[src/logic/window_monitor_pkg.sv]
// Shared constants for the analog window monitor
package window_monitor_pkg;
	// Register byte offsets
	localparam logic [7:0] OFS_GAIN = 8'h00;
	localparam logic [7:0] OFS_SHIFT = 8'h04;
	localparam logic [7:0] OFS_UPPER = 8'h08;
	localparam logic [7:0] OFS_LOWER = 8'h0C;
	localparam logic [7:0] OFS_MSRC = 8'h10;
	localparam logic [7:0] OFS_CONFIG = 8'h14;
	localparam logic [7:0] OFS_REF = 8'h18;
	localparam logic [7:0] OFS_LIVE = 8'h1C;
	localparam logic [7:0] OFS_STATE = 8'h20;
	localparam logic [7:0] OFS_IRQ_STAT = 8'h24;
	localparam logic [7:0] OFS_IRQ_MASK = 8'h28;
	// Field widths
	localparam int SAMPLE_W = 16;
	localparam int GAIN_W = 12;
	localparam int SHIFT_W = 16;
	localparam int MARGIN_W = 15;
	localparam int IRQ_W = 3;
	// Field positions
	localparam int MSRC_UP_SEL_BIT = 0;
	localparam int MSRC_LO_SEL_BIT = 1;
	localparam int MSRC_UP_NUM_LSB = 8;
	localparam int MSRC_LO_NUM_LSB = 16;
	localparam int CFG_DEC_LSB = 0;
	localparam int CFG_RET_BIT = 4;
	localparam int IRQ_FAULT_SET_BIT = 0;
	localparam int IRQ_FAULT_CLR_BIT = 1;
	localparam int IRQ_CAPTURE_BIT = 2;
	localparam int STATE_FAULT_BIT = 0;
	localparam int STATE_ARM_BIT = 1;
	localparam int STATE_REF_BIT = 2;
	// Limits; gain is in hundredths
	localparam logic signed [31:0] GAIN_LIMIT = 32'sh000003E8;
	localparam logic signed [31:0] SHIFT_LIMIT = 32'sh00002710;
	localparam logic signed [31:0] MARGIN_LIMIT = 32'sh00004E20;
	localparam logic signed [31:0] GAIN_DIVISOR = 32'sh00000064;
	// Reset values
	localparam logic [GAIN_W-1:0] GAIN_RESET = 12'h064;
	localparam logic [SHIFT_W-1:0] SHIFT_RESET = 16'h0000;
	localparam logic [MARGIN_W-1:0] MARGIN_RESET = 15'h0000;
	localparam logic [1:0] DEC_RESET = 2'h0;
endpackage : window_monitor_pkg

[src/logic/value_scaler.sv]
// Gain and zero shift applied to one analog value
`timescale 1ns/10ps
module value_scaler (
	input wire logic signed [window_monitor_pkg::SAMPLE_W-1:0] value,
	input wire logic signed [window_monitor_pkg::GAIN_W-1:0] gain,
	input wire logic signed [window_monitor_pkg::SHIFT_W-1:0] shift,
	output logic signed [31:0] scaled
);
	logic signed [31:0] value_ext;
	logic signed [31:0] gain_ext;
	logic signed [31:0] product;
	logic signed [31:0] quotient;

	// Multiply first, then add; 32 bits cannot overflow for clamped inputs
	assign value_ext = 32'(value);
	assign gain_ext = 32'(gain);
	assign product = value_ext * gain_ext;
	assign quotient = product / window_monitor_pkg::GAIN_DIVISOR; // Truncates toward zero
	assign scaled = quotient + 32'(shift);
endmodule : value_scaler

[src/logic/analog_window_monitor.sv]
// Analog window monitor with APB registers and interrupt
//
// Added by the designer: the APB interface to the registers and the register offsets.
`timescale 1ns/10ps
module analog_window_monitor #(
	parameter int NUM_BLOCKS = 8
) (
	input wire logic pclk,
	input wire logic presetn,
	input wire logic clk_en,
	input wire logic psel,
	input wire logic penable,
	input wire logic pwrite,
	input wire logic [7:0] paddr,
	input wire logic [31:0] pwdata,
	output logic [31:0] prdata,
	output logic pready,
	output logic pslverr,
	input wire logic arm_in,
	input wire logic signed [window_monitor_pkg::SAMPLE_W-1:0] analog_sample_in,
	input wire logic [NUM_BLOCKS*window_monitor_pkg::SAMPLE_W-1:0] block_value_in,
	input wire logic restart_in,
	output logic fault_out,
	output logic irq
);
	localparam int SW = window_monitor_pkg::SAMPLE_W;
	localparam int NUM_W = (NUM_BLOCKS > 1) ? $clog2(NUM_BLOCKS) : 1;

	// Software-visible settings
	logic signed [window_monitor_pkg::GAIN_W-1:0] gain;
	logic signed [window_monitor_pkg::SHIFT_W-1:0] shift;
	logic [window_monitor_pkg::MARGIN_W-1:0] upper_const;
	logic [window_monitor_pkg::MARGIN_W-1:0] lower_const;
	logic upper_from_block;
	logic lower_from_block;
	logic [NUM_W-1:0] upper_block;
	logic [NUM_W-1:0] lower_block;
	logic [1:0] decimals;
	logic retentive;
	logic [window_monitor_pkg::IRQ_W-1:0] irq_status;
	logic [window_monitor_pkg::IRQ_W-1:0] irq_mask;

	// Monitoring state
	logic arm_prev;
	logic signed [SW-1:0] ref_raw;
	logic ref_valid;
	logic restart_clear;

	// Bus decode
	logic setup_phase;
	logic wr_strobe;
	logic addr_ok;
	logic [31:0] next_prdata;

	// Datapath
	logic arm_rise;
	logic signed [31:0] live_scaled;
	logic signed [31:0] ref_scaled;
	logic [window_monitor_pkg::MARGIN_W-1:0] upper_margin;
	logic [window_monitor_pkg::MARGIN_W-1:0] lower_margin;
	logic signed [33:0] win_hi;
	logic signed [33:0] win_lo;
	logic signed [33:0] live_wide;
	logic outside;
	logic [window_monitor_pkg::IRQ_W-1:0] irq_events;
	logic signed [SW-1:0] block_value [NUM_BLOCKS];

	// Saturate a signed write to a symmetric limit
	function automatic logic signed [31:0] sat_sym(input logic signed [31:0] v,
		input logic signed [31:0] lim);
		logic signed [31:0] r;
		r = v;
		if (v > lim) begin
			r = lim;
		end else if (v < -lim) begin
			r = -lim;
		end
		return r;
	endfunction : sat_sym

	// Saturate a margin to the legal non-negative span
	function automatic logic [window_monitor_pkg::MARGIN_W-1:0] sat_margin(
		input logic signed [31:0] v);
		logic signed [31:0] r;
		r = v;
		if (v < 0) begin
			r = 32'sh00000000;
		end else if (v > window_monitor_pkg::MARGIN_LIMIT) begin
			r = window_monitor_pkg::MARGIN_LIMIT;
		end
		return r[window_monitor_pkg::MARGIN_W-1:0];
	endfunction : sat_margin

	// APB handshake: zero wait while clk_en is high, data latched during setup so prdata is a flop
	assign setup_phase = psel & ~penable;
	assign wr_strobe = psel & penable & pwrite & clk_en;
	assign pready = psel & penable & clk_en;

	// Full decode, so holes in the map answer with an error
	assign addr_ok = (paddr == window_monitor_pkg::OFS_GAIN)
		|| (paddr == window_monitor_pkg::OFS_SHIFT)
		|| (paddr == window_monitor_pkg::OFS_UPPER)
		|| (paddr == window_monitor_pkg::OFS_LOWER)
		|| (paddr == window_monitor_pkg::OFS_MSRC)
		|| (paddr == window_monitor_pkg::OFS_CONFIG)
		|| (paddr == window_monitor_pkg::OFS_REF)
		|| (paddr == window_monitor_pkg::OFS_LIVE)
		|| (paddr == window_monitor_pkg::OFS_STATE)
		|| (paddr == window_monitor_pkg::OFS_IRQ_STAT)
		|| (paddr == window_monitor_pkg::OFS_IRQ_MASK);
	assign pslverr = pready & ~addr_ok; // Unmapped addresses error, read zero

	// Read multiplexer
	always_comb begin
		next_prdata = 32'h00000000;
		unique case (paddr)
			window_monitor_pkg::OFS_GAIN: next_prdata = 32'(gain);
			window_monitor_pkg::OFS_SHIFT: next_prdata = 32'(shift);
			window_monitor_pkg::OFS_UPPER: next_prdata = {17'h00000, upper_const};
			window_monitor_pkg::OFS_LOWER: next_prdata = {17'h00000, lower_const};
			window_monitor_pkg::OFS_MSRC: begin
				next_prdata[window_monitor_pkg::MSRC_UP_SEL_BIT] = upper_from_block;
				next_prdata[window_monitor_pkg::MSRC_LO_SEL_BIT] = lower_from_block;
				next_prdata[window_monitor_pkg::MSRC_UP_NUM_LSB +: NUM_W] = upper_block;
				next_prdata[window_monitor_pkg::MSRC_LO_NUM_LSB +: NUM_W] = lower_block;
			end
			window_monitor_pkg::OFS_CONFIG: begin
				next_prdata[window_monitor_pkg::CFG_DEC_LSB +: 2] = decimals;
				next_prdata[window_monitor_pkg::CFG_RET_BIT] = retentive;
			end
			window_monitor_pkg::OFS_REF: next_prdata = ref_scaled;
			window_monitor_pkg::OFS_LIVE: next_prdata = live_scaled;
			window_monitor_pkg::OFS_STATE: begin
				next_prdata[window_monitor_pkg::STATE_FAULT_BIT] = fault_out;
				next_prdata[window_monitor_pkg::STATE_ARM_BIT] = arm_prev;
				next_prdata[window_monitor_pkg::STATE_REF_BIT] = ref_valid;
			end
			window_monitor_pkg::OFS_IRQ_STAT: next_prdata = 32'(irq_status);
			window_monitor_pkg::OFS_IRQ_MASK: next_prdata = 32'(irq_mask);
			default: next_prdata = 32'h00000000;
		endcase
	end

	// Read data register, loaded in the setup cycle
	// Reads of live values therefore show the setup-cycle sample
	always_ff @(posedge pclk or negedge presetn) begin
		if (!presetn) begin
			prdata <= 32'h00000000;
		end else if (clk_en && setup_phase) begin
			prdata <= pwrite ? 32'h00000000 : next_prdata;
		end
	end

	// Scaling settings, clamped to their legal spans on write
	always_ff @(posedge pclk or negedge presetn) begin
		if (!presetn) begin
			gain <= window_monitor_pkg::GAIN_RESET;
			shift <= window_monitor_pkg::SHIFT_RESET;
		end else if (wr_strobe) begin
			if (paddr == window_monitor_pkg::OFS_GAIN) begin
				gain <= window_monitor_pkg::GAIN_W'(sat_sym($signed(pwdata),
					window_monitor_pkg::GAIN_LIMIT));
			end
			if (paddr == window_monitor_pkg::OFS_SHIFT) begin
				shift <= window_monitor_pkg::SHIFT_W'(sat_sym($signed(pwdata),
					window_monitor_pkg::SHIFT_LIMIT));
			end
		end
	end

	// Constant margins, each written on its own
	always_ff @(posedge pclk or negedge presetn) begin
		if (!presetn) begin
			upper_const <= window_monitor_pkg::MARGIN_RESET;
			lower_const <= window_monitor_pkg::MARGIN_RESET;
		end else if (wr_strobe) begin
			if (paddr == window_monitor_pkg::OFS_UPPER) begin
				upper_const <= sat_margin($signed(pwdata));
			end
			if (paddr == window_monitor_pkg::OFS_LOWER) begin
				lower_const <= sat_margin($signed(pwdata));
			end
		end
	end

	// Margin source selection and block numbers
	always_ff @(posedge pclk or negedge presetn) begin
		if (!presetn) begin
			upper_from_block <= 1'b0;
			lower_from_block <= 1'b0;
			upper_block <= '0;
			lower_block <= '0;
		end else if (wr_strobe && paddr == window_monitor_pkg::OFS_MSRC) begin
			upper_from_block <= pwdata[window_monitor_pkg::MSRC_UP_SEL_BIT];
			lower_from_block <= pwdata[window_monitor_pkg::MSRC_LO_SEL_BIT];
			upper_block <= pwdata[window_monitor_pkg::MSRC_UP_NUM_LSB +: NUM_W];
			lower_block <= pwdata[window_monitor_pkg::MSRC_LO_NUM_LSB +: NUM_W];
		end
	end

	// Display decimals are only stored for readback
	always_ff @(posedge pclk or negedge presetn) begin
		if (!presetn) begin
			decimals <= window_monitor_pkg::DEC_RESET;
			retentive <= 1'b0;
		end else if (wr_strobe && paddr == window_monitor_pkg::OFS_CONFIG) begin
			decimals <= pwdata[window_monitor_pkg::CFG_DEC_LSB +: 2];
			retentive <= pwdata[window_monitor_pkg::CFG_RET_BIT];
		end
	end

	// Live and reference pass through the same scaling
	value_scaler u_live_scaler (
		.value(analog_sample_in),
		.gain(gain),
		.shift(shift),
		.scaled(live_scaled)
	);

	// Reference rescaled with current gain, so a gain change moves the window
	value_scaler u_ref_scaler (
		.value(ref_raw),
		.gain(gain),
		.shift(shift),
		.scaled(ref_scaled)
	);

	// Unpack neighbour values once so each margin mux indexes an array
	for (genvar k = 0; k < NUM_BLOCKS; k++) begin : g_block
		assign block_value[k] = block_value_in[k*SW +: SW];
	end

	// Margins follow a block's live value when selected; out-of-range values saturate
	// A block number past the last block falls back to the constant
	always_comb begin
		upper_margin = upper_const;
		lower_margin = lower_const;
		if (upper_from_block && int'(upper_block) < NUM_BLOCKS) begin
			upper_margin = sat_margin(32'(block_value[upper_block]));
		end
		if (lower_from_block && int'(lower_block) < NUM_BLOCKS) begin
			lower_margin = sat_margin(32'(block_value[lower_block]));
		end
	end

	// Window bounds in 34 bits so no sum can wrap
	assign win_hi = 34'(ref_scaled) + 34'($signed({1'b0, upper_margin}));
	assign win_lo = 34'(ref_scaled) - 34'($signed({1'b0, lower_margin}));

	// Equal to a bound counts as inside
	assign live_wide = 34'(live_scaled);
	assign outside = (live_wide > win_hi) || (live_wide < win_lo);

	// Rising edge of the arm input; decimals take no part in this path
	assign arm_rise = arm_in & ~arm_prev;

	// Power restore wipes state unless the retentive option is set
	assign restart_clear = restart_in & ~retentive;

	// Arm history and captured reference; a restart clears them unless retentive
	always_ff @(posedge pclk or negedge presetn) begin
		if (!presetn) begin
			arm_prev <= 1'b0;
			ref_raw <= '0;
			ref_valid <= 1'b0;
		end else if (clk_en) begin
			if (restart_clear) begin
				arm_prev <= 1'b0;
				ref_raw <= '0;
				ref_valid <= 1'b0;
			end else begin
				arm_prev <= arm_in;
				if (arm_rise) begin
					ref_raw <= analog_sample_in;
					ref_valid <= 1'b1;
				end
			end
		end
	end

	// Fault output, one cycle after its cause; cleared on the capture cycle
	always_ff @(posedge pclk or negedge presetn) begin
		if (!presetn) begin
			fault_out <= 1'b0;
		end else if (clk_en) begin
			if (restart_clear) begin
				fault_out <= 1'b0;
			end else if (!arm_in || arm_rise || !ref_valid) begin
				fault_out <= 1'b0;
			end else begin
				fault_out <= outside;
			end
		end
	end

	// Events: fault set, fault cleared, reference captured
	always_comb begin
		irq_events = '0;
		irq_events[window_monitor_pkg::IRQ_FAULT_SET_BIT] = clk_en & ~fault_out & arm_in
			& ~arm_rise & ref_valid & outside & ~restart_clear;
		irq_events[window_monitor_pkg::IRQ_FAULT_CLR_BIT] = clk_en & fault_out
			& (~arm_in | ~outside | restart_clear);
		irq_events[window_monitor_pkg::IRQ_CAPTURE_BIT] = clk_en & arm_rise
			& ~restart_clear;
	end

	// Sticky status, write one to clear; a new event beats the clear
	always_ff @(posedge pclk or negedge presetn) begin
		if (!presetn) begin
			irq_status <= '0;
		end else if (clk_en) begin
			if (wr_strobe && paddr == window_monitor_pkg::OFS_IRQ_STAT) begin
				irq_status <= (irq_status & ~pwdata[window_monitor_pkg::IRQ_W-1:0]) | irq_events;
			end else begin
				irq_status <= irq_status | irq_events;
			end
		end
	end

	// Interrupt mask
	always_ff @(posedge pclk or negedge presetn) begin
		if (!presetn) begin
			irq_mask <= '0;
		end else if (wr_strobe && paddr == window_monitor_pkg::OFS_IRQ_MASK) begin
			irq_mask <= pwdata[window_monitor_pkg::IRQ_W-1:0];
		end
	end

	// Level interrupt while any unmasked status bit stands
	assign irq = |(irq_status & irq_mask);
endmodule : analog_window_monitor

[config.mk]
export PLATFORM = sky130hd
export DESIGN_NAME = analog_window_monitor
export DESIGN_NICKNAME = d
export VERILOG_FILES = /design/src/logic/window_monitor_pkg.sv /design/src/logic/value_scaler.sv /design/src/logic/analog_window_monitor.sv
export SDC_FILE = /design/constraint.sdc
export NUM_CORES = 2
export LEC_CHECK = 0
export ABC_CLOCK_PERIOD_IN_PS = 27700
export BUFFER_PORTS_ARGS = -buffer_cell sky130_fd_sc_hd__buf_2
export CORE_MARGIN = 1.5
export CORE_UTILIZATION = 50
export CTS_CLUSTER_SIZE = 40
export DETAILED_ROUTE_END_ITERATION = 8
export PLACE_DENSITY = 0.71
export SLEW_MARGIN = 20
export SYNTH_ARGS = -nofsm -noshare
export SYNTH_HDL_FRONTEND = slang
export SYNTH_SLANG_ARGS = --single-unit
[constraint.sdc]
create_clock -name pclk -period 27.7 [get_ports pclk]
set_input_delay 5.54 -clock pclk [delete_from_list [all_inputs] [get_ports pclk]]
set_output_delay 5.54 -clock pclk [all_outputs]
set_load 0.02 [all_outputs]
==> results.ini <==
[status]
outcome = complete, but fails checks
violations = setup timing

[die]
die_y_um = 288.5
initial_core_util_pct = 50.61
die_x_um = 288.5
core_sq_mm = 0.08055
ioPinCount = 228
die_area_sq_mm = 0.08325
rows = 104

[sta]
max_clock_freq_mhz = 34.08
fin_ws_ns = -1.644
setup_viol = 9
hold_viol = 0
slew_violations = 0
rsz0062_at_grt = true
layout_min_cycle_time_ns = 29.34
period_share_pct = 105.9
tightest_slew_ns = 1.082
max_slew_margin_pct = 27.30
setup_tns_ns = -7.205
skew_ns = 0.01172

[worst_setup_path]
cp_top_family = compound AO/OA/AOI/OAI gates
startpoint_type = input pin
cp_slowest_cell = or4_4
crit_top_cell = a21oi_2
required_ns = 28.12
crit_path_end_kind = register
crit_fanout = 7
critPathArrivalTime_ns = 29.77
path_class = input pin to register
crit_buf_inv = 17
slowest_delay_ns = 0.56

[synth]
synth_flop_cell = dfrtp_1
ys_ff_latch = 126
syn_nets = 5933
synth-compound-area-share_pct = 25.11
synth.area.mux_share_pct = 6.271
synth-xor-area-share_pct = 7.507
synth-simple-area-share_pct = 19.51
synth_edf_count = 0
netlist_instances = 5102
ys_seq_area_share_pct = 7.744
synth_top_family_by_area = adder cells
synth_adder_area_share_pct = 26.60
avgSynthCellArea_sq_um = 7.990
ys_types = 141
ys_warn_count = 0
synth_area_sq_mm = 0.04077
async_flop_share_pct = 100.0

[route]
vias = 43230
drc_errors = 0
drt_iter0_drc = 3594
routed_via_density = 6.122
wl_um = 141200
antenna_left = 0
wl_per_cell_um = 19.99
drtPass1Iterations = 8

[grt]
grt_pass1_vias = 42580
grt_pass1_wl_um = 220000
antenna_found_initial = 7
grt_use_total_pct = 32.64
grt_max_degree = 84
grt_remaining_overflow = 0

[clock_network]
numCtsBuffers = 17
holdBufCountCts = 0
clock_path_buffers = 2
cts_tree = yes
htree_levels = 4
clk_latency_ns = 0.49
cts-root-buf = clkbuf_16
clkTransAtPathRegs_ns = 0.07
clock_sinks = 126

[cells_and_area]
fillers = 6695
nets = 6815
drive_above_1_share_pct = 28.68
area_delta_synth_final_pct = 27.56

[place]
post-place-ws_ns = -2.008
portBuffers = 227
dp.final_hpwl_um = 110600
place.gp.congestion = 1.003

[job]
cap_viol_max_count = 0

[min_path]
hold_class = register to register

-- state kept, by name, indices dropped and copies added, names as in the netlist, 2 cells and up --
name         cells
prdata          32
ref_raw         16
shift           16
lower_const     15
upper_const     15
gain            12
irq_mask         3
irq_status       3
lower_block      3
upper_block      3
decimals         2
-- worst reg2reg max path: cells and delay by family (launching register included) --
| family | cells | cell delay (ns) |
|---|---|---|
| adder cells (fa/ha/maj) | 11 | 4.40 |
| AND/OR/NAND/NOR | 15 | 3.02 |
| multiplexers | 4 | 1.15 |
| flip-flops | 1 | 0.74 |
| XOR/XNOR | 7 | 2.33 |
| buffers and inverters | 9 | 1.43 |
| AO/OA/AOI/OAI | 66 | 14.70 |
-- cells in the final DEF (no fill, tap or decap), types with 152 or more instances in the layout --
| cell type | count |
|---|---|
| ha_1 | 264 |
| buf_2 | 214 |
| buf_4 | 833 |
| xnor2_1 | 206 |
| nand2_1 | 574 |
| inv_1 | 522 |
| and2_1 | 152 |
| fa_1 | 353 |
| o21ai_0 | 208 |
| a21oi_1 | 242 |
| nor2_1 | 282 |
-- what timing repair did --
| action | CTS | global route |
|---|---|---|
| gates cloned | 1 | 1 |
| setup endpoints to repair | 9 | 17 |
| buffers inserted | 85 | 66 |
| resized for setup | 145 | 244 |
| pin swaps | 83 | 174 |
| endpoints found under the hold margin | 0 | 0 |
-- synthesized netlist by cell type, types with 120 or more instances --
| library cell | number | area share (%) |
|---|---|---|
| a21oi_1 | 292 | 3.6 |
| and2_1 | 156 | 2.4 |
| clkbuf_1 | 178 | 1.6 |
| dfrtp_1 | 123 | 7.6 |
| fa_1 | 360 | 18 |
| ha_1 | 279 | 8.6 |
| inv_1 | 531 | 4.9 |
| nand2_1 | 589 | 5.4 |
| nand3_1 | 120 | 1.5 |
| nor2_1 | 297 | 2.7 |
| o21ai_0 | 267 | 3.3 |
| xnor2_1 | 230 | 4.9 |
-- worst paths after layout --
check,start,end,slack [ns],cells past startpoint
worst min register to register,prdata[1],prdata[1],0.48,2
worst min-delay path,prdata[1],prdata[1],0.48,2
max in group asynchronous,presetn,upper_block[0],21.38,2
min in group asynchronous,presetn,prdata[21],5.14,1
worst max-delay path,analog_sample_in[4],irq_status[0],-1.64,121
worst max register to register,gain[5],irq_status[0],-0.11,112
-- metrics by stage --
stage | utilization (%) | cells | cell area [sq um] | hold WS [ns]
3_3_place_gp | 60.10 | 6886 | 48410 | 0.4581
6_report | 64.56 | 7061 | 52000 | 0.4755
4_1_cts | 62.57 | 7003 | 50400 | 0.4797
5_1_grt | 64.55 | 7058 | 51990 | 0.5029
3_5_place_dp | 60.10 | 6886 | 48410 | 0.4650
2_1_floorplan | - | 5102 | 41510 | 0.4667
-- layout make-up --
type	instances	area, sq um	area share [%]
multi-input combinational	4209	36950	71.05
clock buffer	18	439.2	0.8446
timing repair buffer	1097	7966	15.32
sequential	126	3164	6.085
antenna	4	10.01	0.01925
tap	1060	1326	2.551
clock inverter	14	145.1	0.2791
inverter	533	2001	3.847
-- layer usage --
metal | GRT usage, % | wire length [um] | vias to the layer above
met5 | 0 | 81 | -
met3 | 5.632 | 11420 | 375
met2 | 54.74 | 67390 | 1773
met1 | 42.32 | 56980 | 21130
li1 | - | - | 19930
met4 | 11.39 | 5305 | 12
-- cell families after synthesis --
| kind of cell | count (synthesis) |
|---|---|
| DFF | 126 |
| and+or+nand+nor | 1627 |
| adders and majority gates | 653 |
| AOI/OAI and AO/OA | 1422 |
| buffers and inverters | 767 |
| xor gates and xnor gates | 341 |
| muxes | 166 |
Power is left out: the tool's default activity adds up to more than one toggle a clock period on the data nets, which glitch-free logic cannot reach.
